`src/sdram_bank_tracker.sv`:
```
/*
 Shared types and timing constants, plus the per-bank state tracker.
 Assumes one clock (mclk, 100 MHz) and commands already decoded and
 judged legal by the enclosing block; the tracker only follows them.
*/
`default_nettype none

package sdram_cmd_pkg;
	localparam int NUM_BANKS = 4;
	localparam int CNT_W = 8;
	typedef logic [CNT_W-1:0] count_t;

	// Times in ns, counts rounded up to whole mclk cycles
	localparam int CLK_PERIOD_NS = 10;
	localparam int PRECHARGE_TIME_NS = 20;
	localparam int ACTIVATE_TIME_NS = 20;
	localparam int REFRESH_CYCLE_NS = 70;
	localparam int MODE_LOAD_DELAY_NS = 20;
	localparam int WRITE_RECOVERY_TIME_NS = 15;
	localparam int SELF_REFRESH_EXIT_TIME_NS = 70;
	localparam int PRECHARGE_CYC = (PRECHARGE_TIME_NS + CLK_PERIOD_NS - 1) / CLK_PERIOD_NS;
	localparam int ACTIVATE_CYC = (ACTIVATE_TIME_NS + CLK_PERIOD_NS - 1) / CLK_PERIOD_NS;
	localparam int REFRESH_CYC = (REFRESH_CYCLE_NS + CLK_PERIOD_NS - 1) / CLK_PERIOD_NS;
	localparam int MODE_LOAD_CYC = (MODE_LOAD_DELAY_NS + CLK_PERIOD_NS - 1) / CLK_PERIOD_NS;
	localparam int WRITE_RECOVERY_CYC = (WRITE_RECOVERY_TIME_NS + CLK_PERIOD_NS - 1) / CLK_PERIOD_NS;
	localparam int SELF_EXIT_CYC = (SELF_REFRESH_EXIT_TIME_NS + CLK_PERIOD_NS - 1) / CLK_PERIOD_NS;
	localparam count_t PRECHARGE_LOAD = count_t'(PRECHARGE_CYC);
	localparam count_t ACTIVATE_LOAD = count_t'(ACTIVATE_CYC);
	localparam count_t REFRESH_LOAD = count_t'(REFRESH_CYC);
	localparam count_t MODE_LOAD_LOAD = count_t'(MODE_LOAD_CYC);
	localparam count_t WRITE_RECOVERY_LOAD = count_t'(WRITE_RECOVERY_CYC);
	localparam count_t SELF_EXIT_LOAD = count_t'(SELF_EXIT_CYC);
	localparam count_t COUNT_ZERO = 8'h00;
	localparam count_t COUNT_ONE = 8'h01;

	typedef enum logic [3:0] {
		B_IDLE = 4'h0,
		B_ACTIVATING = 4'h1,
		B_ACTIVE = 4'h2,
		B_READING = 4'h3,
		B_WRITING = 4'h4,
		B_READ_AP = 4'h5,
		B_WRITE_AP = 4'h6,
		B_RECOVERING = 4'h7,
		B_PRECHARGING = 4'h8
	} bank_state_e;

	typedef enum logic [3:0] {
		C_INHIBIT = 4'h0,
		C_NOP = 4'h1,
		C_ACTIVATE = 4'h2,
		C_READ = 4'h3,
		C_WRITE = 4'h4,
		C_STOP = 4'h5,
		C_PRECHARGE = 4'h6,
		C_REFRESH = 4'h7,
		C_MODE_LOAD = 4'h8
	} cmd_e;

	typedef enum logic [2:0] {
		G_NORMAL = 3'h0,
		G_REFRESHING = 3'h1,
		G_MODE_ACCESS = 3'h2,
		G_PRECHARGE_ALL = 3'h3,
		G_SELF_REFRESH = 3'h4,
		G_SELF_EXIT = 3'h5
	} glob_state_e;

	typedef struct packed {
		logic cke;
		logic csN;
		logic rasN;
		logic casN;
		logic weN;
		logic [1:0] bank;
		logic autoPre;
	} cmd_pins_s;

	typedef struct packed {
		logic activate;
		logic read;
		logic write;
		logic precharge;
		logic prechargeAll;
		logic autoPre;
		logic stop;
		logic cutByRead;
		logic cutByWrite;
		logic burstDone;
	} bank_req_s;
endpackage

module sdram_bank_tracker #(
	parameter int CAS_LATENCY = 3
) (
	input wire logic mclk, // Command clock
	input wire logic reset_n, // Async reset, active low
	input wire sdram_cmd_pkg::bank_req_s req, // Legal events for this bank
	output sdram_cmd_pkg::bank_state_e state_reg // Current bank state
);
	localparam sdram_cmd_pkg::count_t CAS_LOAD = sdram_cmd_pkg::count_t'(CAS_LATENCY);

	sdram_cmd_pkg::bank_state_e stateNext;
	sdram_cmd_pkg::count_t cnt_reg;
	sdram_cmd_pkg::count_t cntNext;
	wire logic cntLast;
	wire logic cutAny;

	assign cntLast = (cnt_reg <= sdram_cmd_pkg::COUNT_ONE);
	assign cutAny = req.cutByRead | req.cutByWrite;

	// One bank; timed states last exactly their load count
	always_comb begin
		stateNext = state_reg;
		cntNext = cntLast ? sdram_cmd_pkg::COUNT_ZERO : cnt_reg - sdram_cmd_pkg::COUNT_ONE;
		if (req.prechargeAll) begin
			stateNext = sdram_cmd_pkg::B_PRECHARGING;
			cntNext = sdram_cmd_pkg::PRECHARGE_LOAD;
		end else begin
			case (state_reg)
				sdram_cmd_pkg::B_IDLE: begin
					// A precharge here leaves the bank alone
					if (req.activate) begin
						stateNext = sdram_cmd_pkg::B_ACTIVATING;
						cntNext = sdram_cmd_pkg::ACTIVATE_LOAD;
					end
				end
				sdram_cmd_pkg::B_ACTIVATING: begin
					if (cntLast) begin
						stateNext = sdram_cmd_pkg::B_ACTIVE;
					end
				end
				sdram_cmd_pkg::B_ACTIVE, sdram_cmd_pkg::B_READING, sdram_cmd_pkg::B_WRITING: begin
					if (req.read) begin
						stateNext = req.autoPre ? sdram_cmd_pkg::B_READ_AP : sdram_cmd_pkg::B_READING;
						cntNext = sdram_cmd_pkg::COUNT_ZERO;
					end else if (req.write) begin
						stateNext = req.autoPre ? sdram_cmd_pkg::B_WRITE_AP : sdram_cmd_pkg::B_WRITING;
						cntNext = sdram_cmd_pkg::COUNT_ZERO;
					end else if (req.precharge) begin
						stateNext = sdram_cmd_pkg::B_PRECHARGING;
						cntNext = sdram_cmd_pkg::PRECHARGE_LOAD;
					end else if (state_reg == sdram_cmd_pkg::B_ACTIVE) begin
						stateNext = state_reg;
					end else if (req.stop || req.burstDone) begin
						stateNext = sdram_cmd_pkg::B_ACTIVE;
					end else if (state_reg == sdram_cmd_pkg::B_WRITING && cutAny) begin
						stateNext = sdram_cmd_pkg::B_ACTIVE;
					end else if (req.cutByWrite) begin
						stateNext = sdram_cmd_pkg::B_ACTIVE;
					end else if (req.cutByRead) begin
						cntNext = CAS_LOAD;
					end else if (cnt_reg == sdram_cmd_pkg::COUNT_ONE) begin
						stateNext = sdram_cmd_pkg::B_ACTIVE;
					end
				end
				sdram_cmd_pkg::B_READ_AP: begin
					// Interrupted: precharge starts at the interrupting edge
					if (req.burstDone || req.stop || cutAny) begin
						stateNext = sdram_cmd_pkg::B_PRECHARGING;
						cntNext = sdram_cmd_pkg::PRECHARGE_LOAD;
					end
				end
				sdram_cmd_pkg::B_WRITE_AP: begin
					// Recovery counted from the interrupting edge
					if (req.burstDone || req.stop || cutAny) begin
						stateNext = sdram_cmd_pkg::B_RECOVERING;
						cntNext = sdram_cmd_pkg::WRITE_RECOVERY_LOAD;
					end
				end
				sdram_cmd_pkg::B_RECOVERING: begin
					if (cntLast) begin
						stateNext = sdram_cmd_pkg::B_PRECHARGING;
						cntNext = sdram_cmd_pkg::PRECHARGE_LOAD;
					end
				end
				sdram_cmd_pkg::B_PRECHARGING: begin
					if (cntLast) begin
						stateNext = sdram_cmd_pkg::B_IDLE;
					end
				end
				default: begin
					stateNext = sdram_cmd_pkg::B_IDLE;
				end
			endcase
		end
	end

	// State and timer
	always_ff @(posedge mclk or negedge reset_n) begin
		if (!reset_n) begin
			state_reg <= sdram_cmd_pkg::B_IDLE;
			cnt_reg <= sdram_cmd_pkg::COUNT_ZERO;
		end else begin
			state_reg <= stateNext;
			cnt_reg <= cntNext;
		end
	end
endmodule // sdram_bank_tracker

`default_nettype wire

```
`src/sdram_bank_state_command_rules.sv`:
```
/*
 Command decode, global state and bank-to-bank burst handling for a
 four-bank synchronous DRAM, seen from inside the memory device.
 Assumes the controller drives the command pins synchronous to mclk
 and samples them at each rising edge; no data path is modelled,
 only the moments at which data is taken or driven.
*/
`default_nettype none

module sdram_bank_state_command_rules #(
	parameter int CAS_LATENCY = 3,
	parameter int BURST_LENGTH = 4
) (
	input wire logic mclk, // Command clock
	input wire logic reset_n, // Async reset, active low
	input wire sdram_cmd_pkg::cmd_pins_s pins, // Sampled command pins
	output sdram_cmd_pkg::bank_state_e [sdram_cmd_pkg::NUM_BANKS-1:0] bankState, // Per bank
	output sdram_cmd_pkg::glob_state_e globalState_reg, // Device-wide state
	output logic allIdle_reg, // All banks idle, one cycle late
	output logic cmdError_reg, // Last command refused
	output logic [1:0] burstBank_reg, // Owner of latest burst
	output logic readDrive, // Device drives read data
	output logic writeTake_reg, // Write data taken at last edge
	output logic [1:0] writeBank_reg // Bank of that write data
);
	localparam sdram_cmd_pkg::count_t BURST_LOAD = sdram_cmd_pkg::count_t'(BURST_LENGTH);

	sdram_cmd_pkg::cmd_e cmd;
	sdram_cmd_pkg::glob_state_e globalNext;
	sdram_cmd_pkg::count_t gCnt_reg;
	sdram_cmd_pkg::count_t gCntNext;
	sdram_cmd_pkg::count_t burstCnt_reg;
	sdram_cmd_pkg::count_t burstCntNext;
	sdram_cmd_pkg::bank_req_s [sdram_cmd_pkg::NUM_BANKS-1:0] req;
	sdram_cmd_pkg::bank_state_e target;
	logic ckePrev_reg;
	logic burstIsWrite_reg;
	logic [CAS_LATENCY-1:0] readPipe_reg;
	logic [sdram_cmd_pkg::NUM_BANKS-1:0] bankIdle;
	logic [sdram_cmd_pkg::NUM_BANKS-1:0] bankPreOk;

	wire logic ckeStable;
	wire logic normal;
	wire logic live;
	wire logic executable;
	wire logic lockedOut;
	wire logic allIdle;
	wire logic preAllOk;
	wire logic okActivate;
	wire logic okAccess;
	wire logic okPrecharge;
	wire logic doActivate;
	wire logic doRead;
	wire logic doWrite;
	wire logic doPrecharge;
	wire logic doPrechargeAll;
	wire logic doRefresh;
	wire logic doModeLoad;
	wire logic doStop;
	wire logic enterSelf;
	wire logic accepted;
	wire logic cmdErrorNext;
	wire logic newBurst;
	wire logic preOwner;
	wire logic burstLive;
	wire logic burstDoneNow;
	wire logic keepBurst;
	wire logic readSlot;
	wire logic writeSlot;
	wire logic gLast;

	// Strobe decode; select high wins over every other strobe
	always_comb begin
		if (pins.csN) begin
			cmd = sdram_cmd_pkg::C_INHIBIT;
		end else begin
			case ({pins.rasN, pins.casN, pins.weN})
				3'h7: cmd = sdram_cmd_pkg::C_NOP;
				3'h3: cmd = sdram_cmd_pkg::C_ACTIVATE;
				3'h5: cmd = sdram_cmd_pkg::C_READ;
				3'h4: cmd = sdram_cmd_pkg::C_WRITE;
				3'h6: cmd = sdram_cmd_pkg::C_STOP;
				3'h2: cmd = sdram_cmd_pkg::C_PRECHARGE;
				3'h1: cmd = sdram_cmd_pkg::C_REFRESH;
				3'h0: cmd = sdram_cmd_pkg::C_MODE_LOAD;
				default: cmd = sdram_cmd_pkg::C_NOP;
			endcase
		end
	end

	// Gating: both clock-gate samples high, no timed global state
	assign ckeStable = ckePrev_reg & pins.cke;
	assign normal = (globalState_reg == sdram_cmd_pkg::G_NORMAL);
	assign live = ckeStable & normal;
	assign executable = (cmd != sdram_cmd_pkg::C_INHIBIT) && (cmd != sdram_cmd_pkg::C_NOP);
	assign lockedOut = ckeStable & executable & ~normal;

	// Per-bank summaries for the device-wide commands
	generate
		for (genvar b = 0; b < sdram_cmd_pkg::NUM_BANKS; b++) begin : g_summary
			assign bankIdle[b] = (bankState[b] == sdram_cmd_pkg::B_IDLE);
			assign bankPreOk[b] = (bankState[b] == sdram_cmd_pkg::B_IDLE)
				|| (bankState[b] == sdram_cmd_pkg::B_ACTIVE)
				|| (bankState[b] == sdram_cmd_pkg::B_READING)
				|| (bankState[b] == sdram_cmd_pkg::B_WRITING)
				|| (bankState[b] == sdram_cmd_pkg::B_PRECHARGING);
		end
	endgenerate

	assign allIdle = &bankIdle;
	assign preAllOk = &bankPreOk;

	// Legality judged by the addressed bank's own state only
	assign target = bankState[pins.bank];
	assign okActivate = (target == sdram_cmd_pkg::B_IDLE);
	assign okAccess = (target == sdram_cmd_pkg::B_ACTIVE)
		|| (target == sdram_cmd_pkg::B_READING)
		|| (target == sdram_cmd_pkg::B_WRITING);
	assign okPrecharge = okAccess || (target == sdram_cmd_pkg::B_IDLE);

	// Accepted commands
	assign doActivate = live && (cmd == sdram_cmd_pkg::C_ACTIVATE) && okActivate;
	assign doRead = live && (cmd == sdram_cmd_pkg::C_READ) && okAccess;
	assign doWrite = live && (cmd == sdram_cmd_pkg::C_WRITE) && okAccess;
	assign doPrecharge = live && (cmd == sdram_cmd_pkg::C_PRECHARGE) && !pins.autoPre && okPrecharge;
	assign doPrechargeAll = live && (cmd == sdram_cmd_pkg::C_PRECHARGE) && pins.autoPre && preAllOk;
	assign doRefresh = live && (cmd == sdram_cmd_pkg::C_REFRESH) && allIdle;
	assign doModeLoad = live && (cmd == sdram_cmd_pkg::C_MODE_LOAD) && allIdle;
	assign doStop = live && (cmd == sdram_cmd_pkg::C_STOP);

	// Self refresh: refresh with the clock gate falling at this edge
	assign enterSelf = normal && ckePrev_reg && !pins.cke
		&& (cmd == sdram_cmd_pkg::C_REFRESH) && allIdle;

	assign accepted = doActivate | doRead | doWrite | doPrecharge | doPrechargeAll
		| doRefresh | doModeLoad | doStop;
	assign cmdErrorNext = lockedOut | (live & executable & ~accepted);

	// Global state: timed lock-outs and the self-refresh exit wait
	assign gLast = (gCnt_reg <= sdram_cmd_pkg::COUNT_ONE);

	always_comb begin
		globalNext = globalState_reg;
		gCntNext = gLast ? sdram_cmd_pkg::COUNT_ZERO : gCnt_reg - sdram_cmd_pkg::COUNT_ONE;
		case (globalState_reg)
			sdram_cmd_pkg::G_NORMAL: begin
				if (doRefresh) begin
					globalNext = sdram_cmd_pkg::G_REFRESHING;
					gCntNext = sdram_cmd_pkg::REFRESH_LOAD;
				end else if (doModeLoad) begin
					globalNext = sdram_cmd_pkg::G_MODE_ACCESS;
					gCntNext = sdram_cmd_pkg::MODE_LOAD_LOAD;
				end else if (doPrechargeAll) begin
					globalNext = sdram_cmd_pkg::G_PRECHARGE_ALL;
					gCntNext = sdram_cmd_pkg::PRECHARGE_LOAD;
				end else if (enterSelf) begin
					globalNext = sdram_cmd_pkg::G_SELF_REFRESH;
				end
			end
			sdram_cmd_pkg::G_REFRESHING, sdram_cmd_pkg::G_MODE_ACCESS,
			sdram_cmd_pkg::G_PRECHARGE_ALL: begin
				if (gLast) begin
					globalNext = sdram_cmd_pkg::G_NORMAL;
				end
			end
			sdram_cmd_pkg::G_SELF_REFRESH: begin
				// Exit wait starts at the edge the gate returns high
				if (pins.cke) begin
					globalNext = sdram_cmd_pkg::G_SELF_EXIT;
					gCntNext = sdram_cmd_pkg::SELF_EXIT_LOAD;
				end
			end
			sdram_cmd_pkg::G_SELF_EXIT: begin
				if (gLast) begin
					globalNext = sdram_cmd_pkg::G_NORMAL;
				end
			end
			default: begin
				globalNext = sdram_cmd_pkg::G_NORMAL;
			end
		endcase
	end

	// Latest burst: owner, direction and slots left
	assign newBurst = doRead | doWrite;
	assign preOwner = doPrecharge && (pins.bank == burstBank_reg);
	assign burstLive = (burstCnt_reg > sdram_cmd_pkg::COUNT_ONE);
	assign keepBurst = burstLive & ~newBurst & ~doStop & ~preOwner & ~doPrechargeAll;
	assign burstDoneNow = (burstCnt_reg == sdram_cmd_pkg::COUNT_ONE)
		& ~doStop & ~preOwner & ~doPrechargeAll; // New burst on the marker edge must not strand the old owner

	// Count holds the burst slots after the first plus a done marker
	always_comb begin
		if (newBurst) begin
			burstCntNext = BURST_LOAD;
		end else if (doStop || preOwner || doPrechargeAll) begin
			burstCntNext = sdram_cmd_pkg::COUNT_ZERO;
		end else if (burstCnt_reg != sdram_cmd_pkg::COUNT_ZERO) begin
			burstCntNext = burstCnt_reg - sdram_cmd_pkg::COUNT_ONE;
		end else begin
			burstCntNext = sdram_cmd_pkg::COUNT_ZERO;
		end
	end

	// Data slots; an interrupting command takes no old-burst data
	assign readSlot = doRead | (keepBurst & ~burstIsWrite_reg);
	assign writeSlot = doWrite | (keepBurst & burstIsWrite_reg);

	// Bank requests; stop and cut only reach the burst owner
	generate
		for (genvar b = 0; b < sdram_cmd_pkg::NUM_BANKS; b++) begin : g_bank
			wire logic sel;
			wire logic owner;
			assign sel = (pins.bank == b[1:0]);
			assign owner = (burstBank_reg == b[1:0]);
			assign req[b].activate = doActivate & sel;
			assign req[b].read = doRead & sel;
			assign req[b].write = doWrite & sel;
			assign req[b].precharge = doPrecharge & sel;
			assign req[b].prechargeAll = doPrechargeAll;
			assign req[b].autoPre = pins.autoPre;
			assign req[b].stop = doStop & owner;
			assign req[b].cutByRead = doRead & ~sel & owner & burstLive;
			assign req[b].cutByWrite = doWrite & ~sel & owner & burstLive;
			assign req[b].burstDone = burstDoneNow & owner;

			sdram_bank_tracker #(
				.CAS_LATENCY(CAS_LATENCY)
			) u_tracker (
				.mclk(mclk),
				.reset_n(reset_n),
				.req(req[b]),
				.state_reg(bankState[b])
			);
		end
	endgenerate

	// Read data leaves CAS latency after its slot
	assign readDrive = readPipe_reg[CAS_LATENCY-1];

	// Global state, its timer and the clock-gate history
	always_ff @(posedge mclk or negedge reset_n) begin
		if (!reset_n) begin
			globalState_reg <= sdram_cmd_pkg::G_NORMAL;
			gCnt_reg <= sdram_cmd_pkg::COUNT_ZERO;
			ckePrev_reg <= 1'b0;
		end else begin
			globalState_reg <= globalNext;
			gCnt_reg <= gCntNext;
			ckePrev_reg <= pins.cke;
		end
	end

	// Burst ownership
	always_ff @(posedge mclk or negedge reset_n) begin
		if (!reset_n) begin
			burstCnt_reg <= sdram_cmd_pkg::COUNT_ZERO;
			burstIsWrite_reg <= 1'b0;
			burstBank_reg <= 2'h0;
		end else begin
			burstCnt_reg <= burstCntNext;
			if (newBurst) begin
				burstIsWrite_reg <= doWrite;
				burstBank_reg <= pins.bank;
			end
		end
	end

	// Read pipe; a write flushes it so the bus is free at once
	always_ff @(posedge mclk or negedge reset_n) begin
		if (!reset_n) begin
			readPipe_reg <= '0;
		end else if (doWrite) begin
			readPipe_reg <= '0;
		end else begin
			readPipe_reg <= {readPipe_reg[CAS_LATENCY-2:0], readSlot};
		end
	end

	// Status flags
	always_ff @(posedge mclk or negedge reset_n) begin
		if (!reset_n) begin
			writeTake_reg <= 1'b0;
			writeBank_reg <= 2'h0;
			cmdError_reg <= 1'b0;
			allIdle_reg <= 1'b1;
		end else begin
			writeTake_reg <= writeSlot;
			writeBank_reg <= doWrite ? pins.bank : burstBank_reg;
			cmdError_reg <= cmdErrorNext;
			allIdle_reg <= allIdle;
		end
	end
endmodule // sdram_bank_state_command_rules

`default_nettype wire

```
`config.mk`:
```
export PLATFORM = sky130hd
export DESIGN_NAME = sdram_bank_state_command_rules
export DESIGN_NICKNAME = d
export VERILOG_FILES = /design/src/sdram_bank_tracker.sv /design/src/sdram_bank_state_command_rules.sv
export SDC_FILE = /design/constraint.sdc
export NUM_CORES = 1
export LEC_CHECK = 0
export ABC_AREA = 1
export BUFFER_PORTS_ARGS = -buffer_cell sky130_fd_sc_hd__buf_2
export CORE_MARGIN = 1.5
export CORE_UTILIZATION = 40
export DETAILED_ROUTE_END_ITERATION = 8
export HOLD_SLACK_MARGIN = 0.03
export PLACE_DENSITY = 0.59
export SETUP_SLACK_MARGIN = 0.3
export SLEW_MARGIN = 0
export SYNTH_ARGS = -nofsm -noshare
export SYNTH_HDL_FRONTEND = slang
export SYNTH_SLANG_ARGS = --single-unit
```
`constraint.sdc`:
```
create_clock -name mclk -period 2.51 [get_ports mclk]
set_input_delay 0 -clock mclk [delete_from_list [all_inputs] [get_ports mclk]]
set_output_delay 0 -clock mclk [all_outputs]
set_load 0.005 [all_outputs]
```
==> results.toml <==
[route]
vias = 6502
firstDrtPassIters = 5
routed_via_density = 5.32
ant_nets = 0
routedWlPerCell_um = 15.4
routed_wl_um = 18800
route.detailed.drc = 0
drt_iter0_markers = 467

[synth]
ys.warnings.count = 0
ys_seq_area_share_pct = 32.5
syn_area_per_cell_um2 = 6.66
syn_area_um2 = 6090
yosysUniqueCellTypes = 50
synth_fp_nets = 937
synth-edff-count = 0
synth_async_sr_flop_share_pct = 100
synthFlopType = "dfrtp_1"
ys_ff_latch = 79
netlist_instances = 914

[job]
max_cap_violations = 0

[global_route]
grt_pass1_wl_um = 29400
first_global_vias = 5964
grt.overflow.total = 0
grt_max_degree = 80
grt.total_usage_pct = 23.1
antenna_found_initial = 0

[power_and_ir_drop]
peakVddDrop_mv = 0.566
p_comb_share_pct = 60.7
p_leak_uw = 0.00421
p_int_uw = 4690
swShare_pct = 47.5
p_seq_share_pct = 24.9
clkPwrFrac_pct = 14.4
powerDensity_nw_per_um2 = 1100
switchingPower_uw = 4250

[final_layout]
antenna-diode-count = 0
largest_reg_flops = 32
fin_nets = 1057
drive_above_1_share_pct = 30.9
area_delta_synth_final_pct = 33.6
stdcell_area_um2 = 8140
fin_util_pct = 55.3

[timing]
setup_ws_ns = 0.228
final.period_utilization_pct = 90.9
finClkSkew_ns = 0.00848
slew_violations = 0
tightest_slew_ns = 1.01
setup_violations = 0
rsz0062_at_grt = "yes"
hold_ws_ns = 0.0576
hold_viol = 0
relSlewSlack_pct = 32.5
finalSetupTns_ns = 0
finalCriticalPeriod_ns = 2.28
fmax_ghz = 0.438

[setup_path]
worstPathArrival_ns = 2.51
crit_chain = "inv_2, nor2_2, nor2_2, nand2_2, a21oi_4, buf_6, buf_6, nand4_1, inv_2, nor3_2, nand3b_1, buf_6, nand3_2, nand3_2, nand3_2"
slowest_stage = "dfrtp_2"
worstPathRequired_ns = 2.74
path_buf_inv = 5
crit_family = "simple AND/OR/NAND/NOR gates"
worstPathMaxFanout = 5
cp-start-kind = "flop"
slowest_delay_ns = 0.45
end_kind = "flop"
crit_type = "reg -> reg"

[floorplanning]
start_util_pct = 41.4
io_pins = 37
fp.dieArea_um2 = 16000
die_w_um = 126
die_y_um = 126
core_area_um2 = 14700
rows = 44

[placed_design]
dp_hpwl_um = 13200
dpl_worst_slack_ns = 0.00700
place_area_um2 = 6660
gp_congestion = 0.932
port_buffers = 36

[cts]
clockBufferDepth = 2
clk_latency_ns = 0.35
cts_tree = "built"
ctsRootBufferMaster = "clkbuf_16"
cts_max_level = 3
cts_buffers = 9
cts_sinks = 79
path_clk_slew_ns = 0.06

[worst_hold_path]
hold_path.class = "in -> reg"

[run_status]
outcome = "completed"
==> through the flow <==
stage	instances	power, µW
floorplan	914	5520
finish	1223	8950
CTS	1199	8310
global placement	1151	6640
detailed placement	1151	6630
global route	1223	9780
==> metal layers <==
metal | global-route usage [%] | vias to the layer above | routed length [µm]
met5 | 0 | - | 0
met4 | 9.06 | 0 | 556
met3 | 5.27 | 46 | 1080
met2 | 36.3 | 194 | 8730
met1 | 30.9 | 3025 | 8440
li1 | - | 3237 | -
==> layout by cell type, fill, tap and decap left out, types with 12 or more instances in the layout <==
cell type and n:
buf_2 35, nand2_2 35, buf_6 13, ha_1 12, buf_4 66, nor3_1 28
a31oi_1 14, xor2_1 17, nor2_2 18, nand3_4 12, nand4_1 15, nand2_1 151
dfrtp_1 65, nor2_4 20, nand3_2 22, a21oi_1 34, nand3_1 79, dfrtp_2 13
nand2_4 21, nor2_1 92, o21ai_0 32, inv_1 132
==> repair_timing <==
item / 4_1_cts / 5_1_grt
setup buffers: 28 / 24
hold endpoints to repair: 80 / 0
pin swaps: 33 / 52
gates resized for setup: 72 / 135
cloned: 2 / 0
hold buffers: 2 / 0
setup endpoints to repair: 61 / 65
==> Yosys cell counts (all sizes together) (3+ instances only) <==
| cell | n | area, µm² |
|---|---|---|
| inv | 146 | 548 |
| xor2 | 17 | 149 |
| o21ai | 47 | 239 |
| a211oi | 3 | 22.5 |
| xnor2 | 8 | 70.1 |
| o31ai | 6 | 45.0 |
| nand4 | 17 | 119 |
| buf | 5 | 43.8 |
| and3 | 7 | 43.8 |
| a21oi | 41 | 216 |
| ha | 13 | 163 |
| nor4 | 4 | 31.3 |
| nor2 | 130 | 518 |
| nand3 | 112 | 641 |
| clkinv | 3 | 12.5 |
| a31oi | 15 | 93.8 |
| nand2 | 207 | 840 |
| o41ai | 3 | 26.3 |
| dfrtp | 78 | 1950 |
| o211ai | 4 | 35.0 |
| clkbuf | 6 | 22.5 |
| nor3 | 32 | 165 |
==> worst register-to-register path, stage by stage (launching register included) <==
cell and delay [ns]:
dfrtp_2 0.45, inv_2 0.07, nor2_2 0.04, nor2_2 0.16
nand2_2 0.09, a21oi_4 0.20, buf_6 0.15, buf_6 0.09
nand4_1 0.20, inv_2 0.19, nor3_2 0.05, nand3b_1 0.14
buf_6 0.13, nand3_2 0.06, nand3_2 0.09, nand3_2 0.06
==> cells by family (layout without fill, tap and decap cells) <==
logic type | after synthesis | in the layout | share of synthesized area (%)
buffers and inverters | 160 | 283 | 10.3
XOR/XNOR | 25 | 25 | 3.60
AO/OA/AOI/OAI | 124 | 124 | 11.8
AND/OR/NAND/NOR | 513 | 515 | 39.2
flip-flops | 79 | 79 | 32.5
adder cells (fa/ha/maj) | 13 | 13 | 2.67
==> final timing paths <==
kind | startpoint | endpoint | slack, ns | cells past startpoint
setup / recovery | g_bank[1].u_tracker.state_reg[3] | g_bank[3].u_tracker.cnt_reg[1] | 0.23 | 15
hold / removal | pins[4] | cmdError_reg | 0.06 | 4
setup reg to reg | g_bank[1].u_tracker.state_reg[3] | g_bank[3].u_tracker.cnt_reg[1] | 0.23 | 15
hold reg to reg | readPipe_reg[0] | readPipe_reg[1] | 0.44 | 2
max in group asynchronous | reset_n | g_bank[3].u_tracker.state_reg[2] | 1.42 | 2
min in group asynchronous | reset_n | g_bank[1].u_tracker.cnt_reg[6] | 0.37 | 2
==> power groups by stage <==
stage	combinational (µW)	clock, µW	sequential, µW
2_1_floorplan	3380	0	2130
3_3_place_gp	4420	0	2220
3_5_place_dp	4400	0	2220
4_1_cts	4760	1330	2210
5_1_grt	6090	1390	2300
6_report	5430	1290	2230
==> area by class of cell <==
type	instances	area, µm²
Clock buffer	12	267
Timing Repair Buffer	118	877
Inverter	149	576
Tap cell	184	230
Multi-Input combinational cell	677	4160
Sequential cell	79	1990
Fill cell	1427	6560
Clock inverter	4	28.8
No activity file was read; power rests on OpenSTA's default activity.
